File: config.mk
export PLATFORM = sky130hd
export DESIGN_NAME = conversion_rate_config_reg
export DESIGN_NICKNAME = d
export VERILOG_FILES = /design/src/hw/conv_rate_pkg.sv /design/src/hw/conversion_rate_config_reg.sv /design/src/hw/rate_code_check.sv
export SDC_FILE = /design/constraint.sdc
export NUM_CORES = 1
export LEC_CHECK = 0
export BUFFER_PORTS_ARGS = -buffer_cell sky130_fd_sc_hd__buf_2
export CAP_MARGIN = 5
export CORE_MARGIN = 2
export CORE_UTILIZATION = 30
export CTS_BUF_LIST = sky130_fd_sc_hd__clkbuf_8
export CTS_CLUSTER_DIAMETER = 200
export DETAILED_ROUTE_END_ITERATION = 7
export SYNTH_ARGS = -nofsm -noshare
export SYNTH_HDL_FRONTEND = slang
export SYNTH_HIERARCHICAL = 1
export SYNTH_SLANG_ARGS = --single-unit
File: constraint.sdc
create_clock -name clock_i -period 1.5 [get_ports clock_i]
set_input_delay 0.075 -clock clock_i [delete_from_list [all_inputs] [get_ports clock_i]]
set_output_delay 0.075 -clock clock_i [all_outputs]
set_load 0.1 [all_outputs]
File: src/hw/conv_rate_pkg.sv
package conv_rate_pkg;

   // register location and width
   localparam logic [7:0] CFG_OFFSET   = 8'h04;
   localparam int         CFG_W        = 8;
   localparam logic [7:0] CFG_RESET    = 8'h14;

   // field positions
   localparam int         RSVD_HI_BIT  = 7;
   localparam int         CLK_SEL_BIT  = 6;
   localparam int         MODE_BIT     = 5;
   localparam int         RSVD_LO_BIT  = 4;
   localparam int         RATE_LSB     = 0;
   localparam int         RATE_W       = 4;

   // rate code values
   localparam logic [3:0] RATE_DEFAULT = 4'h4;
   localparam logic [3:0] RATE_RSVD    = 4'hf;

   // value expected by hardware in the reserved bits
   localparam logic       RSVD_HI_VAL  = 1'b0;
   localparam logic       RSVD_LO_VAL  = 1'b1;

   // conversion clock source
   typedef enum logic [0:0] {
      CLK_INTERNAL = 1'b0,
      CLK_EXTERNAL = 1'b1
   } clk_src_t;

   // conversion mode
   typedef enum logic [0:0] {
      MODE_CONTINUOUS  = 1'b0,
      MODE_SINGLE_SHOT = 1'b1
   } conv_mode_t;

endpackage : conv_rate_pkg

File: src/hw/conversion_rate_config_reg.sv
// Overview of operation
// RQ1: register sits at offset 04h and resets to 14h.
// RQ2: bit 6 picks clock source; 0 internal oscillator, 1 external clock.
// RQ3: bit 5 picks conversion mode; 0 continuous, 1 single-shot.
// RQ4: host writes 1 to bit 4 and 0 to bit 7; both stored.
// RQ5: bits 3 to 0 hold output rate code; reset code 4h.
// RQ6: reserved rate code 1111 is stored as written, no rate promised.
module conversion_rate_config_reg
   import conv_rate_pkg::*;
#(
   parameter int ADDR_W = 8
)(
   input  wire logic              clock_i,
   input  wire logic              nrst_i,
   input  wire logic              wr_en_i,
   input  wire logic              rd_en_i,
   input  wire logic [ADDR_W-1:0] addr_i,
   input  wire logic [CFG_W-1:0]  wdata_i,
   output logic      [CFG_W-1:0]  rdata_o,
   output logic                   rd_hit_o,
   output logic                   clk_select_o,
   output logic                   single_shot_o,
   output logic      [RATE_W-1:0] output_rate_code_o,
   output logic                   rate_reserved_o,
   output logic                   rate_rsvd_seen_o,
   output logic                   rsvd_bits_bad_o,
   output logic                   cfg_changed_o
);

   // elaboration check on the address width
   if (ADDR_W < 3 || ADDR_W > 16) begin : g_addr_check
      $error("ADDR_W must lie between 3 and 16");
   end

   localparam logic [ADDR_W-1:0] OFFS = ADDR_W'(CFG_OFFSET);

   // address decode shared by the read and write paths
   function automatic logic addr_hit(input logic [ADDR_W-1:0] a);
      addr_hit = (a == OFFS);
   endfunction : addr_hit

   logic [CFG_W-1:0] cfg_q;
   logic [CFG_W-1:0] cfg_d;
   logic [CFG_W-1:0] rdata_q;
   logic             rd_hit_q;
   logic             rsvd_bad_q;
   logic             changed_q;
   logic             wr_hit;
   logic             rd_hit;
   clk_src_t         clk_src;
   conv_mode_t       conv_mode;

   assign wr_hit = wr_en_i && addr_hit(addr_i);
   assign rd_hit = rd_en_i && addr_hit(addr_i);

   // next value: the whole byte is stored, reserved bits included
   always_comb begin
      cfg_d = cfg_q;
      if (wr_hit) begin
         cfg_d = wdata_i; // RQ4 RQ6
      end
   end

   // configuration register
   always_ff @(posedge clock_i or negedge nrst_i) begin
      if (!nrst_i) begin
         cfg_q <= CFG_RESET; // RQ1
      end else begin
         cfg_q <= cfg_d;
      end
   end

   // read answer, old value when read and write share a cycle
   always_ff @(posedge clock_i or negedge nrst_i) begin
      if (!nrst_i) begin
         rdata_q  <= '0;
         rd_hit_q <= 1'b0;
      end else begin
         rd_hit_q <= rd_hit; // RQ1
         if (rd_hit) begin
            rdata_q <= cfg_q;
         end else begin
            rdata_q <= '0; // unmapped or idle reads give zero
         end
      end
   end

   // pulse when a write alters the stored value
   always_ff @(posedge clock_i or negedge nrst_i) begin
      if (!nrst_i) begin
         changed_q <= 1'b0;
      end else begin
         changed_q <= wr_hit && (wdata_i != cfg_q);
      end
   end

   // level flag: reserved bits hold other than their fixed values
   always_ff @(posedge clock_i or negedge nrst_i) begin
      if (!nrst_i) begin
         rsvd_bad_q <= 1'b0;
      end else begin
         rsvd_bad_q <= (cfg_d[RSVD_HI_BIT] != RSVD_HI_VAL) ||
                       (cfg_d[RSVD_LO_BIT] != RSVD_LO_VAL);
      end
   end

   // decoded fields for the converter core
   assign clk_src   = clk_src_t'(cfg_q[CLK_SEL_BIT]); // RQ2
   assign conv_mode = conv_mode_t'(cfg_q[MODE_BIT]);  // RQ3

   // reserved rate code detection
   rate_code_check u_rate_check (
      .clock_i     (clock_i),
      .nrst_i      (nrst_i),
      .code_i      (cfg_q[RATE_LSB +: RATE_W]),
      .reserved_o  (rate_reserved_o),
      .used_rsvd_o (rate_rsvd_seen_o)
   );

   // outputs straight from flops
   assign rdata_o            = rdata_q;
   assign rd_hit_o           = rd_hit_q;
   assign clk_select_o       = (clk_src == CLK_EXTERNAL);       // RQ2
   assign single_shot_o      = (conv_mode == MODE_SINGLE_SHOT); // RQ3
   assign output_rate_code_o = cfg_q[RATE_LSB +: RATE_W];       // RQ5
   assign rsvd_bits_bad_o    = rsvd_bad_q;
   assign cfg_changed_o      = changed_q;
endmodule : conversion_rate_config_reg

File: src/hw/rate_code_check.sv
module rate_code_check
   import conv_rate_pkg::*;
(
   input  wire logic              clock_i,
   input  wire logic              nrst_i,
   input  wire logic [RATE_W-1:0] code_i,
   output logic                   reserved_o,
   output logic                   used_rsvd_o
);

   logic reserved_q;
   logic used_rsvd_q;

   // flag the one code that selects no conversion rate
   always_ff @(posedge clock_i or negedge nrst_i) begin
      if (!nrst_i) begin
         reserved_q <= 1'b0;
      end else begin
         reserved_q <= (code_i == RATE_RSVD); // RQ6
      end
   end

   // sticky record that the reserved code was seen since reset
   always_ff @(posedge clock_i or negedge nrst_i) begin
      if (!nrst_i) begin
         used_rsvd_q <= 1'b0;
      end else if (code_i == RATE_RSVD) begin
         used_rsvd_q <= 1'b1;
      end
   end

   assign reserved_o  = reserved_q;
   assign used_rsvd_o = used_rsvd_q;

endmodule : rate_code_check

; After elaboration in Yosys (flattened, before gate mapping)
; Cells that the tools add are included.
[op_classes]
multipliers = 0
reduce_logical = 4
n_shift = 0
div = 0
bitwise = 1
n_lt_le_gt_ge = 0
eq_ne = 3
muxes = 2
addsub = 0
[ops]
columns = operator, n
row1 = 8-bit 2-to-1 mux, 2
row2 = "8-bit by 3-bit equality test with 1-bit output, second input constant", 1
row3 = 8-bit inequality test, 1
row4 = "4-bit equality test, second input constant", 1
row5 = 1-bit logical AND, 3
row6 = 1-bit logical OR, 1
row7 = 1-bit NOT, 1
[totals]
ram_bits = 0
out_inout_bits = 19
mem_bits_ro = 0
elab_cells = 18
ff_bits = 21
n_memories = 0
latchBits = 0
input_bits = 20

; Logic depth before layout (Yosys ltp)
[depth]
word_depth = 5
depth_mapped = 4
ltp_nobuf = 3

; Cells and area by module
; The synthesis kept the hierarchy.
[modules_own_cells]
columns = mod, seq_area_each_um2, area_each_um2, instances, cells_each
row1 = conversion_rate_config_reg, 478.0, 833.3, 1, 58
row2 = rate_code_check, 50.0, 68.8, 1, 4

; Worst setup path before layout
; OpenSTA, ideal clock, no wires.
[synth_timing]
path_kind = register to register
startpoint = register cfg_q[5]
endpoint = register changed_q, in the netlist cfg_changed_o
required_time_ns = 1.369
arrival_time_ns = 1.417
synth_period_minus_slack_ns = 1.549
path_slack_ns = -0.049
path_stages_with_launch = 4
path_buffers = 0
setup_ns = 0.131
path_cell_list = dfrtp_1 > xor2_1 > nor4_1 > a21oi_1
[synth_between]
elab_chain_len = 2
[synth_lines]
columns = element, line_no
row1 = from (decl), conversion_rate_config_reg.sv:42  ; logic [CFG_W-1:0] cfg_q;
row2 = from (signal assigned), conversion_rate_config_reg.sv:69  ; cfg_q <= cfg_d;
row3 = 8-bit inequality test, conversion_rate_config_reg.sv:93  ; changed_q <= wr_hit && (wdata_i != cfg_q);
row4 = 1-bit logical AND, conversion_rate_config_reg.sv:93
row5 = to (signal assigned), conversion_rate_config_reg.sv:93
row6 = to (decl), conversion_rate_config_reg.sv:47  ; logic changed_q;
; No other way between the ends.
; A chain may end at the register's enable or synchronous reset.

; Worst setup path after layout
[layout_timing]
startpoint = register cfg_q[2]
endpoint = output output_rate_code_o[2]
[layout_rtl]
columns = element, line_no
row1 = to (decl), conversion_rate_config_reg.sv:23  ; output logic [RATE_W-1:0] output_rate_code_o,
; No word-level cell between the ends.

==> parameters.txt <==
Parameter                              Value

Setup path
  Cell count of the worst reg-to-reg path    3
  Worst EP required    1.42 ns
  Critical-path maximum fanout    6
  Element type at the critical path end    output pin
  Number of buffers and inverters on the critical path    1
  Series of cell instances along the critical path    buf_2
  FF-to-FF Start    cfg_q[2]
  Cell type group with the largest total delay on the critical path    flip-flops
  Worst flop-to-flop path endpoint    cfg_changed_o
  Worst EP arrival    approximately 1.3 ns
  Classification of the worst setup path    reg -> out
  Register-to-register path setup slack    0.34 ns
  Crit-path max cell delay    ~0.59 ns
  Crit path max-delay cell type    sky130_fd_sc_hd__dfstp_2
  Category of the worst setup path launch point    register
  Stages on the worst setup path    1

Final layout
  Antenna Cells    0
  Filler instances    292
  Commonest non-fill, non-tap cell in the layout    sky130_fd_sc_hd__buf_2
  Post-layout nets    121
  Layout Area Growth over Synthesis    28.0%
  Commonest cells after routing, fill and taps aside    sky130_fd_sc_hd__buf_2 (38), sky130_fd_sc_hd__dfrtp_1 (17), sky130_fd_sc_hd__and2_1 (8), sky130_fd_sc_hd__mux2_2 (8), sky130_fd_sc_hd__xor2_1 (8)
  Share of the core filled with cells in the final layout    between 40 and 50%
  Share of post-route cells with drive strength above 1    just under 60%
  Count of placed standard cells in the final layout, fillers left out    ~130

Place
  Number of buffers added on ports    38
  Placement Setup Slack    between 0.3 and 0.4 ns
  Placer's final routability congestion estimate    roughly 0.66
  Dpl cells    roughly 130
  Total half-perimeter wirelength after legalization and detailed placement    1.30 mm

Timing
  Transition time at the pin with the least slew margin    roughly 0.49 ns
  Setup violations, final    0
  Worst setup margin    about 0.15 ns
  Pins over their slew limit    0
  Fmax achieved    738 MHz
  Rel. slew slack    67.5%
  Number of endpoints with negative hold slack in the final report    0
  RSZ-0062 raised after global routing    no
  Minimum clock period    about 1.4 ns
  Final setup skew    0.00483 ns
  Fin crit share    about 90%
  Setup TNS Final    0 ns

Detailed routing
  Iteration-0 DRC count of the detailed router    15
  Total detailed-routing wirelength    1.64 mm
  Routed vias/inst    ~4.6
  Post-detailed-route count of antenna-violating nets    0
  Average detailed-routed wire length per instance    between 10 and 15 um
  Number of detailed-route iterations in the first pass    6
  Total via count in the routed design    608
  # DRC    3

Global route
  Pin count of the biggest net entering global routing    22
  Number of global-route vias before repair    about 650
  Grt ovf    0
  Number of antenna violations at the first check in global routing    0
  Global-route wire length before repair    between 2 and 3 mm
  Global routing usage summed across all routing layers    approximately 11%

Pwr
  Pwr Total    1.11 mW
  Internal Pwr Total    approximately 0.81 mW
  Net switching power figure    around 0.29 mW
  Static Leak    approximately 0.65 nW
  Power per unit of standard cell area    about 960 nW/um^2
  Combinational group share of total power    14.4%
  Clock network fraction of design power    between 30% and 40%
  Sequential cell fraction of total power    between 50% and 60%
  Switching portion of total power    between 20% and 30%
  Worst IR drop on VDD    approximately 300 uV

Clock tree
  Cell chosen for the clock root    sky130_fd_sc_hd__clkbuf_8
  TritonCTS clock tree    built
  Num Clock Sinks    21
  Post-CTS Resized    0
  Clock latency on the worst-skew pair    0.25 ns
  Clock input transition at the sequential cells of the worst setup and hold paths    about 0.070 ns
  H-tree Lvls    1
  Number of clock buffers inserted by TritonCTS    3
  Max Root-Sink Buffers    2

Min path
  WHS Path Cells    2
  Launch point of the worst hold path    wdata_i[5]
  Worst hold path endpoint    cfg_q[5]
  Worst min path class    in -> reg

Status
  Run status    finished with violations
  Violated checks    design-rule violations

Yosys
  Gate count of the mapped netlist    62
  Nets in the synthesized netlist    just over 80
  Most area-consuming cells after synthesis    sky130_fd_sc_hd__dfrtp_1 (53%), sky130_fd_sc_hd__mux2_2 (10%), sky130_fd_sc_hd__xor2_1 (7.8%)
  Total of flip-flops plus latches after synthesis    21
  Post-synthesis cell type count    17
  Cell area after synthesis    902 sq um
  Post-synthesis cell type with the largest combined area    sky130_fd_sc_hd__dfrtp_1
  Yosys synthesis warning count    6
  Portion of synthesized cell area occupied by the leading cell type    52.7%
  Share of synthesized area occupied by flip-flops and latches    58.5%
  Average size of a mapped cell    between 10 and 15 sq um

Die
  Die Height    between 50 and 60 um
  Number of placement rows    19
  Core ar.    ~2800 sq um
  Total die area    about 3500 sq um
  Die span in x    58.8 um
  Starting density of the core    32.2%
  Total I/O pin count    39

Flow run
  Reported max-cap violation count    0
-- Yosys cell counts --
cell type,n
sky130_fd_sc_hd__dfrtp_1,19
sky130_fd_sc_hd__nor2b_1,2
sky130_fd_sc_hd__a21oi_1,1
sky130_fd_sc_hd__and2_1,8
sky130_fd_sc_hd__and3_2,1
sky130_fd_sc_hd__nor4b_4,1
sky130_fd_sc_hd__and4_1,1
sky130_fd_sc_hd__buf_4,4
sky130_fd_sc_hd__xor2_1,8
sky130_fd_sc_hd__a41o_1,1
sky130_fd_sc_hd__mux2_2,8
sky130_fd_sc_hd__nand3_4,1
sky130_fd_sc_hd__dfstp_2,2
sky130_fd_sc_hd__mux2i_1,1
sky130_fd_sc_hd__nor4_1,2
sky130_fd_sc_hd__nor4_4,1
sky130_fd_sc_hd__buf_2,1
-- per-stage QoR --
stage	instance area [sq um]	hold slack [ns]
2_1_floorplan	905	-0.221
3_3_place_gp	1100	0.0437
3_5_place_dp	1100	0.0514
4_1_cts	1150	0.0768
5_1_grt	1150	0.0860
6_report	1150	0.0795
-- worst max path at each step --
| stage | start | slack [ns] | endpoint |
|---|---|---|---|
| 3_3_place_gp | addr_i[1] | 0.35 | cfg_q[0] |
| 5_1_grt | cfg_q[2] | 0.10 | output_rate_code_o[2] |
| 4_1_cts | cfg_q[2] | 0.14 | output_rate_code_o[2] |
| 3_5_place_dp | addr_i[1] | 0.32 | cfg_q[1] |
| 6_report | cfg_q[2] | 0.15 | output_rate_code_o[2] |
| 2_1_floorplan | cfg_q[5] | 0.21 | cfg_changed_o |
-- sequential cells by signal (all words and copies together), names as in the netlist --
| register | flops |
|---|---|
| cfg_q | 8 |
| rdata_o | 8 |
| cfg_changed_o | 1 |
| rd_hit_o | 1 |
| rsvd_bits_bad_o | 1 |
| u_rate_check/reserved_o | 1 |
| u_rate_check/used_rsvd_o | 1 |
-- power groups by stage --
stage          sequential [mW]  combinational [mW]  clock, mW
2_1_floorplan            0.631              0.0781          0
3_3_place_gp             0.605               0.159          0
3_5_place_dp             0.606               0.160          0
4_1_cts                  0.595               0.162      0.369
5_1_grt                  0.597               0.172      0.390
6_report                 0.595               0.160      0.351
-- what timing repair did --
action                                 CTS  global route
hold buffers                             1             0
setup buffers                            0             0
endpoints found under the hold margin   19             0
-- worst register-to-register path: stages (launching register included) --
cell                      delay (ns)
sky130_fd_sc_hd__dfstp_2        0.59
sky130_fd_sc_hd__xor2_1         0.08
sky130_fd_sc_hd__nor4_1         0.27
sky130_fd_sc_hd__a21oi_1        0.10
-- layout make-up --
type	instances	area [sq um]	share of cell area, %
clock buffers	3	41.3	3.58
multi-input cells	36	339	29.4
well taps	31	38.8	3.36
flip-flops and latches	21	531	45.9
repair buffers	39	200	17.3
clock inverters	1	5.00	0.433
-- per-layer routing --
| layer | global-route usage (%) | share of wire, % | up-vias |
|---|---|---|---|
| li1 | - | - | 286 |
| met1 | 13.2 | 40 | 290 |
| met2 | 18.1 | 50 | 30 |
| met3 | 1.98 | 8.4 | 2 |
| met4 | 5.84 | 1.4 | 0 |
| met5 | 0 | 0 | - |
-- kinds of logic after synthesis --
kind of cell / Yosys count / share of synthesized area [%]
AND/OR/NAND/NOR: 17 / 17.1
AO/OA/AOI/OAI: 2 / 1.66
XOR/XNOR: 8 / 7.77
multiplexers: 9 / 11.1
flip-flops: 21 / 58.5
buffers and inverters: 5 / 3.88
(Power assumes the default switching activity.)
